===== config.mk =====
export PLATFORM = sky130hd
export DESIGN_NAME = ber_tester_flat
export DESIGN_NICKNAME = d
export VERILOG_FILES = /design/src/ber_pkg.sv /design/src/ber_link_if.sv /design/src/ber_tester.sv /design/src/flat_wrapper.sv
export SDC_FILE = /design/constraint.sdc
export NUM_CORES = 1
export LEC_CHECK = 0
export BUFFER_PORTS_ARGS = -buffer_cell sky130_fd_sc_hd__buf_2
export CORE_MARGIN = 5
export CORE_UTILIZATION = 47
export CTS_CLUSTER_SIZE = 30
export DETAILED_ROUTE_END_ITERATION = 10
export PLACE_DENSITY = 0.71
export SLEW_MARGIN = 0
export SYNTH_ARGS = -nofsm -noshare
export SYNTH_HDL_FRONTEND = slang
export SYNTH_SLANG_ARGS = --single-unit

===== constraint.sdc =====
create_clock -name clock -period 5.31 [get_ports clock]
set_input_delay 1.062 -clock clock [delete_from_list [all_inputs] [get_ports clock]]
set_output_delay 1.062 -clock clock [all_outputs]
set_load 0.02 [all_outputs]

===== src/ber_pkg.sv =====
package ber_pkg;

  // ---------------------------------------------------------------
  // register offsets
  // ---------------------------------------------------------------
  localparam logic [11:0] OFF_CHK_CTRL = 12'h500;
  localparam logic [11:0] OFF_GEN_CTRL = 12'h504;
  localparam logic [11:0] OFF_PAT_LO = 12'h508;
  localparam logic [11:0] OFF_PAT_HI = 12'h50C;
  localparam logic [11:0] OFF_BC_LO = 12'h510;
  localparam logic [11:0] OFF_BC_HI = 12'h514;
  localparam logic [11:0] OFF_EVT = 12'h520;
  localparam logic [11:0] OFF_EC_LO = 12'h524;
  localparam logic [11:0] OFF_EC_HI = 12'h528;

  // ---------------------------------------------------------------
  // field positions, masks and reset values
  // ---------------------------------------------------------------
  localparam int CHK_RESYNC = 0;
  localparam int CHK_LATCH = 1;
  localparam int CHK_PS_LSB = 2;
  localparam int CHK_RXINV = 5;
  localparam int CHK_TXINV = 6;
  localparam int CHK_RPL_LSB = 8;
  localparam int CHK_OVERFLOW_IRQ_EN = 13;
  localparam int CHK_BIT_ERROR_IRQ_EN = 14;
  localparam int CHK_SYNC_CHANGE_IRQ_EN = 15;
  localparam int GEN_LOAD = 0;
  localparam int GEN_SBE = 4;
  localparam int GEN_ERATE_LSB = 5;
  localparam int GEN_AWC_LSB = 8;
  localparam int EVT_SYNC = 0;
  localparam int EVT_EOVF = 1;
  localparam int EVT_BOVF = 2;
  localparam int EVT_BERR = 3;
  localparam int EVT_SCHG = 4;
  localparam logic [15:0] CHK_MASK = 16'hEF7F;
  localparam logic [15:0] GEN_MASK = 16'hFFF1;
  localparam logic [15:0] REG_RESET = 16'h0000;
  localparam logic [7:0] AWC_MIN = 8'h05;

  // ---------------------------------------------------------------
  // pattern and synchroniser constants
  // ---------------------------------------------------------------
  localparam logic [5:0] REP_LEN_BASE = 6'h11;
  localparam logic [5:0] SYNC_MATCH = 6'h20;
  localparam logic [6:0] WIN_LEN = 7'h40;
  localparam logic [2:0] WIN_ERR = 3'h6;
  localparam int QRSS_RUN = 14;
  localparam int TAP7_A = 6;
  localparam int TAP7_B = 5;
  localparam int TAP11_A = 10;
  localparam int TAP11_B = 8;
  localparam int TAP15_A = 14;
  localparam int TAP15_B = 13;
  localparam int TAP20_A = 19;
  localparam int TAP20_B = 16;
  localparam int WORD_BITS = 16;
  // error insertion period per rate code, one in ten up to ten million
  localparam logic [7:0][23:0] ERR_DIV = {
    24'h989680, 24'h0F4240, 24'h0186A0, 24'h002710,
    24'h0003E8, 24'h000064, 24'h00000A, 24'h000000};

  typedef enum logic [2:0] {
    PAT_P7 = 3'b000,
    PAT_P11 = 3'b001,
    PAT_P15 = 3'b010,
    PAT_QRSS = 3'b011,
    PAT_REP = 3'b100,
    PAT_ALT = 3'b101,
    PAT_BAD6 = 3'b110,
    PAT_BAD7 = 3'b111
  } ber_pat_e;

  typedef struct packed {
    logic [4:0] pos;
    logic [7:0] rep;
    logic sel;
  } ber_ptr_s;

  // step through a repetitive or alternating pattern
  function automatic ber_ptr_s next_ptr(ber_pat_e m, ber_ptr_s p,
                                        logic [5:0] len, logic [7:0] cnt);
    ber_ptr_s n;
    n = p;
    if (m == PAT_REP) begin
      n.pos = (p.pos == 5'(len - 6'h01)) ? 5'h00 : p.pos + 5'h01;
    end else if (m == PAT_ALT) begin
      n.pos = {1'b0, p.pos[3:0] + 4'h1};
      if (p.pos[3:0] == 4'hF) begin
        if (p.rep == cnt - 8'h01) begin
          n.rep = 8'h00;
          n.sel = ~p.sel;
        end else begin
          n.rep = p.rep + 8'h01;
        end
      end
    end
    return n;
  endfunction

  // expected next bit; s holds past bits, newest in bit 0
  function automatic logic ref_bit(ber_pat_e m, ber_ptr_s p,
                                   logic [31:0] pat, logic [19:0] s);
    logic b;
    b = 1'b0;
    unique case (m)
      PAT_P7: b = s[TAP7_A] ^ s[TAP7_B];
      PAT_P11: b = s[TAP11_A] ^ s[TAP11_B];
      PAT_P15: b = s[TAP15_A] ^ s[TAP15_B];
      PAT_QRSS: b = (s[QRSS_RUN-1:0] == '0) | (s[TAP20_A] ^ s[TAP20_B]);
      PAT_REP: b = pat[p.pos];
      PAT_ALT: b = pat[{p.sel, p.pos[3:0]}];
      default: b = 1'b0;
    endcase
    return b;
  endfunction

endpackage


===== src/ber_link_if.sv =====
`timescale 1ns/1ps
interface ber_link_if;
  logic regSel;
  logic regWrite;
  logic [11:0] regAddr;
  logic [15:0] regWdata;
  logic [15:0] regRdata;
  logic regAck;
  logic txBit;
  logic txValid;
  logic txReady;
  logic rxBit;
  logic rxValid;
  logic irq;

  modport tester (input regSel, regWrite, regAddr, regWdata,
                  output regRdata, regAck, txBit, txValid, irq,
                  input txReady, rxBit, rxValid);
  modport host (output regSel, regWrite, regAddr, regWdata,
                input regRdata, regAck, txBit, txValid, irq,
                output txReady, rxBit, rxValid);
endinterface


===== src/ber_tester.sv =====
// Overview of operation
// RULE_01 - rx invert bit flips incoming bits
// RULE_02 - tx invert bit flips outgoing bits
// RULE_03 - repetitive length is seventeen plus code
// RULE_04 - length field ignored for pseudorandom patterns
// RULE_05 - short patterns use a multiple length
// RULE_06 - overflow interrupt enable gates counter overflows
// RULE_07 - bit error interrupt enable gates errors
// RULE_08 - sync change interrupt on gain and loss
// RULE_09 - rising load bit reloads the generator
// RULE_10 - rising single error bit flips one bit
// RULE_11 - rate field inserts errors automatically
// RULE_12 - alternating words repeat count times each
// RULE_13 - alternating count kept within 05h to FFh
// RULE_14 - 32-bit pattern shared by generator, checker
// RULE_15 - short patterns replicated, lsb sent first
// RULE_16 - pseudorandom seed words are all ones
// RULE_17 - low and high words alternate
// RULE_18 - bit count read as two words
// RULE_19 - control, pattern, count registers reset zero
// RULE_20 - bit counter counts every bit, saturates
// RULE_21 - rising latch bit copies, clears counts
// RULE_22 - pattern select codes, two illegal
// RULE_23 - sync at 32 matches, lost at 6/64
// RULE_24 - irq is OR of enabled sticky events
`timescale 1ns/1ps
module ber_tester (
  input wire logic clock, // system clock
  input wire logic resetn, // async reset, active low
  ber_link_if.tester link, // registers and bit streams
  output logic inSync // checker locked
);

  // ---------------------------------------------------------------
  // register decode
  // ---------------------------------------------------------------
  logic [15:0] chkCtrl, genCtrl, patLo, patHi;
  logic [31:0] bitCnt, bitLatched;
  logic [23:0] errCnt, errLatched;
  logic evtEovf, evtBovf, evtBerr, evtSchg;
  logic prevResync, prevLatch, prevLoad, prevSbe;
  wire logic wrEn = link.regSel & link.regWrite;
  wire logic wrChk = wrEn & (link.regAddr == ber_pkg::OFF_CHK_CTRL);
  wire logic wrGen = wrEn & (link.regAddr == ber_pkg::OFF_GEN_CTRL);
  wire logic wrPatLo = wrEn & (link.regAddr == ber_pkg::OFF_PAT_LO);
  wire logic wrPatHi = wrEn & (link.regAddr == ber_pkg::OFF_PAT_HI);
  wire logic wrEvt = wrEn & (link.regAddr == ber_pkg::OFF_EVT);
  wire logic [31:0] pat32 = {patHi, patLo}; // RULE_14 RULE_17
  wire logic resyncEdge = chkCtrl[ber_pkg::CHK_RESYNC] & ~prevResync;
  wire logic latchEdge = chkCtrl[ber_pkg::CHK_LATCH] & ~prevLatch; // RULE_21
  wire logic loadEdge = genCtrl[ber_pkg::GEN_LOAD] & ~prevLoad; // RULE_09
  wire logic sbeEdge = genCtrl[ber_pkg::GEN_SBE] & ~prevSbe; // RULE_10
  // RULE_22
  wire ber_pkg::ber_pat_e mode =
    ber_pkg::ber_pat_e'(chkCtrl[ber_pkg::CHK_PS_LSB +: 3]);
  wire logic legal = (mode != ber_pkg::PAT_BAD6) &
                     (mode != ber_pkg::PAT_BAD7);
  // only the repetitive branch of next_ptr reads the length
  wire logic [5:0] repLen = ber_pkg::REP_LEN_BASE +
    {2'h0, chkCtrl[ber_pkg::CHK_RPL_LSB +: 4]}; // RULE_03 RULE_04 RULE_05
  wire logic [7:0] awc = genCtrl[ber_pkg::GEN_AWC_LSB +: 8];
  wire logic [2:0] erate = genCtrl[ber_pkg::GEN_ERATE_LSB +: 3];
  wire logic [15:0] evtWord = {11'h000, evtSchg, evtBerr, evtBovf,
                               evtEovf, inSync};
  wire logic [15:0] rdMux =
    (link.regAddr == ber_pkg::OFF_CHK_CTRL) ? chkCtrl :
    (link.regAddr == ber_pkg::OFF_GEN_CTRL) ? genCtrl :
    (link.regAddr == ber_pkg::OFF_PAT_LO) ? patLo :
    (link.regAddr == ber_pkg::OFF_PAT_HI) ? patHi :
    (link.regAddr == ber_pkg::OFF_BC_LO) ? bitLatched[15:0] : // RULE_18
    (link.regAddr == ber_pkg::OFF_BC_HI) ? bitLatched[31:16] : // RULE_18
    (link.regAddr == ber_pkg::OFF_EVT) ? evtWord :
    (link.regAddr == ber_pkg::OFF_EC_LO) ? errLatched[15:0] :
    (link.regAddr == ber_pkg::OFF_EC_HI) ? {8'h00, errLatched[23:16]} :
    16'h0000;

  // control registers; n/a bits stay zero
  always_ff @(posedge clock or negedge resetn) begin
    if (!resetn) begin
      chkCtrl <= ber_pkg::REG_RESET; // RULE_19
      genCtrl <= ber_pkg::REG_RESET; // RULE_19
      patLo <= ber_pkg::REG_RESET; // RULE_19
      patHi <= ber_pkg::REG_RESET; // RULE_19
    end else begin
      if (wrChk) chkCtrl <= link.regWdata & ber_pkg::CHK_MASK;
      if (wrGen) genCtrl <= link.regWdata & ber_pkg::GEN_MASK;
      if (wrPatLo) patLo <= link.regWdata;
      if (wrPatHi) patHi <= link.regWdata;
    end
  end

  // edge history of the strobe bits, answer one cycle after select
  always_ff @(posedge clock or negedge resetn) begin
    if (!resetn) begin
      {prevResync, prevLatch, prevLoad, prevSbe} <= 4'h0;
      link.regAck <= 1'b0;
      link.regRdata <= 16'h0000;
    end else begin
      prevResync <= chkCtrl[ber_pkg::CHK_RESYNC];
      prevLatch <= chkCtrl[ber_pkg::CHK_LATCH];
      prevLoad <= genCtrl[ber_pkg::GEN_LOAD];
      prevSbe <= genCtrl[ber_pkg::GEN_SBE];
      link.regAck <= link.regSel;
      link.regRdata <= link.regSel ? rdMux : 16'h0000;
    end
  end

  // ---------------------------------------------------------------
  // generator
  // ---------------------------------------------------------------
  ber_pkg::ber_ptr_s gPtr;
  logic [19:0] gLfsr;
  logic [23:0] gErrCnt;
  logic sbePend, outBit, outValid, spareBit, spareValid;
  wire logic push = ~spareValid; // a full spare entry stalls the generator
  wire logic genBit = ber_pkg::ref_bit(mode, gPtr, pat32, gLfsr);
  wire logic errTick = (erate != 3'h0) &
    (gErrCnt >= ber_pkg::ERR_DIV[erate] - 24'h000001); // RULE_11
  wire logic txData = genBit ^ errTick ^ sbePend ^
    chkCtrl[ber_pkg::CHK_TXINV]; // RULE_02 RULE_10
  wire logic pop = outValid & link.txReady;

  // pattern state advances only when a bit enters the buffer
  always_ff @(posedge clock or negedge resetn) begin
    if (!resetn) begin
      gLfsr <= 20'h00000;
      gPtr <= '0;
      gErrCnt <= 24'h000000;
    end else if (loadEdge) begin
      gLfsr <= pat32[19:0]; // RULE_09 RULE_16
      gPtr <= '0; // RULE_15
      gErrCnt <= 24'h000000;
    end else if (push) begin
      gLfsr <= {gLfsr[18:0], genBit};
      gPtr <= ber_pkg::next_ptr(mode, gPtr, repLen, awc); // RULE_12
      gErrCnt <= (errTick | erate == 3'h0) ? 24'h000000 :
                 gErrCnt + 24'h000001; // RULE_11
    end
  end

  // a new request wins over consumption of the old one
  always_ff @(posedge clock or negedge resetn) begin
    if (!resetn) sbePend <= 1'b0;
    else sbePend <= sbeEdge | (sbePend & ~push); // RULE_10
  end

  // two-entry buffer: head drives the link, spare absorbs a stall
  always_ff @(posedge clock or negedge resetn) begin
    if (!resetn) begin
      {outBit, outValid, spareBit, spareValid} <= 4'h0;
    end else if (pop) begin
      if (spareValid) begin
        outBit <= spareBit;
        spareValid <= 1'b0;
      end else begin
        outBit <= txData;
      end
    end else if (!outValid) begin
      outBit <= txData;
      outValid <= 1'b1;
    end else if (push) begin
      spareBit <= txData;
      spareValid <= 1'b1;
    end
  end
  assign link.txBit = outBit;
  assign link.txValid = outValid;

  // ---------------------------------------------------------------
  // checker
  // ---------------------------------------------------------------
  ber_pkg::ber_ptr_s cPtr;
  logic [19:0] hist;
  logic [5:0] matchCnt;
  logic [6:0] winCnt;
  logic [2:0] winErr;
  wire logic rxB = link.rxBit ^ chkCtrl[ber_pkg::CHK_RXINV]; // RULE_01
  wire logic expBit = ber_pkg::ref_bit(mode, cPtr, pat32, hist);
  wire logic miss = link.rxValid & legal & (rxB != expBit);
  wire logic gainSync = link.rxValid & ~inSync & ~miss & ~resyncEdge &
    (matchCnt == ber_pkg::SYNC_MATCH - 6'h01); // RULE_23
  wire logic loseSync = (resyncEdge & inSync) |
    (link.rxValid & inSync & miss &
     (winErr == ber_pkg::WIN_ERR - 3'h1)); // RULE_23
  wire logic errHit = link.rxValid & inSync & miss;
  wire logic winEnd = winCnt == ber_pkg::WIN_LEN - 7'h01;

  // hunting slips the pattern pointer on each mismatch
  always_ff @(posedge clock or negedge resetn) begin
    if (!resetn) begin
      {inSync, hist, matchCnt, winCnt, winErr} <= '0;
      cPtr <= '0;
    end else if (resyncEdge) begin
      {inSync, matchCnt, winCnt, winErr} <= '0;
    end else if (link.rxValid) begin
      hist <= {hist[18:0], rxB};
      if (!inSync && miss) begin
        matchCnt <= 6'h00;
      end else begin
        cPtr <= ber_pkg::next_ptr(mode, cPtr, repLen, awc);
        matchCnt <= gainSync ? 6'h00 : matchCnt + {5'h00, ~inSync};
      end
      inSync <= (inSync & ~loseSync) | gainSync;
      winCnt <= (inSync & ~loseSync & ~winEnd) ? winCnt + 7'h01 : 7'h00;
      winErr <= (winEnd | loseSync | ~inSync) ? 3'h0 :
                winErr + {2'h0, miss};
    end
  end

  // ---------------------------------------------------------------
  // counters, sticky events and interrupt
  // ---------------------------------------------------------------
  wire logic bitFull = &bitCnt;
  wire logic errFull = &errCnt;
  wire logic bitOvfHit = link.rxValid & bitFull & ~latchEdge; // RULE_20
  wire logic errOvfHit = errHit & errFull & ~latchEdge;

  // the bit count runs while hunting too, errors count only in sync; a latch restarts both
  always_ff @(posedge clock or negedge resetn) begin
    if (!resetn) begin
      {bitCnt, bitLatched} <= '0; // RULE_19
      {errCnt, errLatched} <= '0;
    end else if (latchEdge) begin
      bitLatched <= bitCnt; // RULE_21
      errLatched <= errCnt; // RULE_21
      bitCnt <= {31'h00000000, link.rxValid};
      errCnt <= {23'h000000, errHit};
    end else begin
      if (link.rxValid && !bitFull) bitCnt <= bitCnt + 32'h00000001; // RULE_20
      if (errHit && !errFull) errCnt <= errCnt + 24'h000001;
    end
  end

  // write one to clear; a same-cycle event keeps the flag set
  always_ff @(posedge clock or negedge resetn) begin
    if (!resetn) begin
      {evtEovf, evtBovf, evtBerr, evtSchg, link.irq} <= 5'h00;
    end else begin
      evtEovf <= errOvfHit |
        (evtEovf & ~(wrEvt & link.regWdata[ber_pkg::EVT_EOVF]));
      evtBovf <= bitOvfHit |
        (evtBovf & ~(wrEvt & link.regWdata[ber_pkg::EVT_BOVF])); // RULE_20
      evtBerr <= errHit |
        (evtBerr & ~(wrEvt & link.regWdata[ber_pkg::EVT_BERR]));
      evtSchg <= gainSync | loseSync |
        (evtSchg & ~(wrEvt & link.regWdata[ber_pkg::EVT_SCHG])); // RULE_08
      link.irq <=
        (chkCtrl[ber_pkg::CHK_OVERFLOW_IRQ_EN] & (evtEovf | evtBovf)) | // RULE_06
        (chkCtrl[ber_pkg::CHK_BIT_ERROR_IRQ_EN] & evtBerr) | // RULE_07
        (chkCtrl[ber_pkg::CHK_SYNC_CHANGE_IRQ_EN] & evtSchg); // RULE_08 RULE_24
    end
  end

endmodule // ber_tester


===== src/flat_wrapper.sv =====
// flat-port wrapper written by rule: the top's interface ports become plain ports
module ber_tester_flat 
  (clock, resetn, inSync, link_regSel, link_regWrite, link_regAddr, link_regWdata, link_regRdata, link_regAck, link_txBit, link_txValid, link_irq, link_txReady, link_rxBit, link_rxValid);
  ber_link_if link_i ();
  input wire logic clock;
  input wire logic resetn;
  output logic inSync;
  input wire logic [$bits(link_i.regSel)-1:0] link_regSel;
  input wire logic [$bits(link_i.regWrite)-1:0] link_regWrite;
  input wire logic [$bits(link_i.regAddr)-1:0] link_regAddr;
  input wire logic [$bits(link_i.regWdata)-1:0] link_regWdata;
  output wire logic [$bits(link_i.regRdata)-1:0] link_regRdata;
  output wire logic [$bits(link_i.regAck)-1:0] link_regAck;
  output wire logic [$bits(link_i.txBit)-1:0] link_txBit;
  output wire logic [$bits(link_i.txValid)-1:0] link_txValid;
  output wire logic [$bits(link_i.irq)-1:0] link_irq;
  input wire logic [$bits(link_i.txReady)-1:0] link_txReady;
  input wire logic [$bits(link_i.rxBit)-1:0] link_rxBit;
  input wire logic [$bits(link_i.rxValid)-1:0] link_rxValid;
  assign link_i.regSel = link_regSel;
  assign link_i.regWrite = link_regWrite;
  assign link_i.regAddr = link_regAddr;
  assign link_i.regWdata = link_regWdata;
  assign link_regRdata = link_i.regRdata;
  assign link_regAck = link_i.regAck;
  assign link_txBit = link_i.txBit;
  assign link_txValid = link_i.txValid;
  assign link_irq = link_i.irq;
  assign link_i.txReady = link_txReady;
  assign link_i.rxBit = link_rxBit;
  assign link_i.rxValid = link_rxValid;
  ber_tester u_core (.clock(clock), .resetn(resetn), .link(link_i), .inSync(inSync));
endmodule

==> flow_summary.json <==
{
  "yosysWarnings": 0,
  "dr_total_vias": 13350,
  "drt_iter0_drc": 1302,
  "synthCells": 1723,
  "remaining_drc_errors": 0,
  "period_share_pct": 80.60,
  "io_pins": 56,
  "period_needed_ns": 4.280,
  "clock.fmax_mhz": 233.7,
  "htree_levels": 2,
  "clk-insertion-delay-late_ns": 0.52,
  "grt_pass1_vias": 12840,
  "fp-row-count": 68,
  "initial_core_util_pct": 47.57,
  "grt_remaining_overflow": 0,
  "setup_viol": 0,
  "die_area_um2": 38710,
  "core_um2": 34460,
  "pwr-share-seq_pct": 46.6,
  "power.switching_uw": 1795,
  "ys_seq_area_share_pct": 47.47,
  "critPathKind": "flop to flop",
  "wl_per_cell_um": 18.91,
  "synthArstFlopShare_pct": 100.0,
  "die_w_um": 196.8,
  "ant_nets": 0,
  "fin_hold_ws_ns": 0.4168,
  "drive_gt1_share_pct": 12.72,
  "antenna_found_initial": 3,
  "synthesis.nets": 1800,
  "min_to": "u_core.sbePend",
  "hold_start": "u_core.prevSbe",
  "powerDensity_nw_per_um2": 343.4,
  "cp-start-kind": "flop",
  "cts_setup_buffers": 0,
  "cts_sinks": 311,
  "r2r_start": "u_core.genCtrl[5]",
  "cap_violations": 0,
  "holdCritPathClass": "flop to flop",
  "r2r_cells": 19,
  "grt_pass1_wl_um": 69140,
  "routabilityCongestion": 0.9041,
  "cts-resized-gates": 0,
  "tns_ns": 0,
  "nets": 1830,
  "synth_edf_count": 0,
  "crit_fanout": 42,
  "cts-root-buf": "clkbuf_16",
  "syn-cell-area_um2": 16390,
  "hold_depth": 1,
  "syn_to_final_growth_pct": 11.51,
  "clockPowerShare_pct": 38.8,
  "cts_tree": "built",
  "n_fill_cell": 3072,
  "worst_ep_required_time_ns": 5.77,
  "ys.flop_type": "dfrtp_1",
  "hpwlAfterDp_um": 29530,
  "ir_drop_mv": 0.2126,
  "rsz0062_at_grt": "false",
  "wl_um": 42230,
  "p_comb_share_pct": 14.7,
  "cts_made_buffers": 35,
  "final_cell_mix": "333 x nand2_1, 311 x dfrtp_1, 135 x o21ai_0, 83 x nor2_1, 61 x a21oi_1",
  "reg2reg_to": "u_core.gErrCnt[19]",
  "worstMarginPinSlew_ns": 1.096,
  "finalHoldViolCount": 0,
  "gr-usage-all-layers_pct": 21.63,
  "end_kind": "flop",
  "mostFrequentLayoutCell": "nand2_1",
  "timing.slew.headroom_pct": 26.80,
  "grt_max_degree": 137,
  "syn_area_per_cell_um2": 9.514,
  "drt-pass1-iter-count": 6,
  "ctsHoldBuffers": 0,
  "status": "complete, no violations",
  "io_buffers": 55,
  "rrSetupSlack_ns": 1.03,
  "crit_arrival_ns": 4.74,
  "path_clk_slew_ns": 0.06,
  "avgViaCountPerCell": 5.979,
  "intPower_uw": 4483,
  "synth-seq-cells": 311,
  "fin_worst_skew_ns": 0.02283,
  "p_leak_uw": 0.008465,
  "die_height_um": 196.8,
  "slew_violations": 0,
  "yosysUniqueCellTypes": 70,
  "p_sw_share_pct": 28.59,
  "cts_buffer_depth": 3
}
-- area by class of cell --
class	count	area (um2)	share of cell area, %
multi-input cells	1291	8160	44.64
flip-flops and latches	311	7782	42.57
clock buffers	49	998.5	5.462
well taps	455	569.3	3.114
repair buffers	78	483.0	2.642
clock inverters	12	148.9	0.8145
inverters	36	135.1	0.7392
diodes	1	2.502	0.01369
-- worst max-delay path by stage --
stage                      start                 end  slack (ns)  cells past startpoint
2_1_floorplan  u_core.genCtrl[5]   u_core.gErrCnt[2]        1.49                     17
3_3_place_gp   u_core.genCtrl[5]  u_core.gErrCnt[21]        1.27                     17
3_5_place_dp   u_core.genCtrl[5]  u_core.gErrCnt[21]        1.12                     19
4_1_cts        u_core.genCtrl[5]  u_core.gErrCnt[19]        1.07                     19
5_1_grt        u_core.genCtrl[5]  u_core.gErrCnt[20]        0.68                     17
6_report       u_core.genCtrl[5]  u_core.gErrCnt[19]        1.03                     19
-- power by group through the flow --
stage	Combinational [uW]	Clock (uW)	Sequential, uW
global route	1050	2580	2970
CTS	929	2480	2920
global placement	891	0	2950
detailed placement	923	0	2960
floorplan	772	0	2810
finish	920	2430	2920
-- cells by family (layout without fill, tap and decap cells) --
group,Yosys count,in the layout,synth area share [%]
other,1,2,0.02288
adder cells (fa/ha/maj),42,42,3.206
multiplexers,109,109,7.922
AND/OR/NAND/NOR,694,694,20.08
flip-flops,311,311,47.47
AO/OA/AOI/OAI,374,374,14.59
XOR/XNOR,71,71,3.793
buffers and inverters,121,175,2.916
-- sequential cells by signal, summed over array words and instances (netlist names), 3 cells and up --
| register | flops |
|---|---|
| u_core.gLfsr | 20 |
| u_core.cPtr | 14 |
| u_core.link.regRdata | 16 |
| u_core.genCtrl | 13 |
| u_core.patHi | 16 |
| u_core.errLatched | 24 |
| u_core.winCnt | 7 |
| u_core.chkCtrl | 14 |
| u_core.winErr | 3 |
| u_core.gErrCnt | 24 |
| u_core.bitLatched | 32 |
| u_core.hist | 20 |
| u_core.patLo | 16 |
| u_core.matchCnt | 6 |
| u_core.bitCnt | 32 |
| u_core.gPtr | 14 |
| u_core.errCnt | 24 |
-- worst max-delay path, cell delays in order (launching register included) --
cell and delay, ns:
dfrtp_1 0.55, inv_1 0.20, ha_1 0.32, nand2b_1 0.11, ha_1 0.17, a21oi_1 0.07, a211o_1 0.33, nor3_1 0.21
xnor2_1 0.10, a21o_1 0.19, ha_1 0.19, nor3_1 0.21, o211ai_1 0.13, nand4_1 0.17, and2_1 0.14, nand4_1 0.08
buf_4 0.27, nand2b_1 0.22, or3b_2 0.48, nand2_1 0.08
-- Yosys cell counts, types with 35 or more instances --
cell type	count	area [um2]
clkbuf_1	65	244.0
ha_1	42	525.5
and3_1	40	250.2
mux2i_1	42	420.4
mux2_2	56	630.6
xor2_1	35	306.5
dfrtp_1	311	7782
nand3_1	54	270.3
o21ai_0	135	675.7
o31ai_1	47	352.8
xnor2_1	36	315.3
a21oi_1	61	305.3
nor2_1	83	311.6
nand2_1	333	1250
inv_1	35	131.4
-- stage by stage --
step                      std cells  area [um2]  utilization (%)  setup WS (ns)  total power [uW]
after floorplan                1723       16390                -          1.493              3585
after global placement         2171       17130            49.71          1.275              3837
after detailed placement       2171       17130            49.71          1.122              3881
after CTS                      2232       18280            53.04          1.072              6324
after global routing           2233       18280            53.05         0.6796              6595
final                          2233       18280            53.05          1.030              6278
-- metal layers --
metal | vias up | share of wire (%) | GRT usage (%)
li1 | 6265 | - | -
met1 | 6545 | 43 | 30.74
met2 | 446 | 46 | 33.68
met3 | 92 | 7.2 | 4.274
met4 | 2 | 3.2 | 6.882
met5 | - | 0.031 | 0
Power figures use the tool's default switching activity.
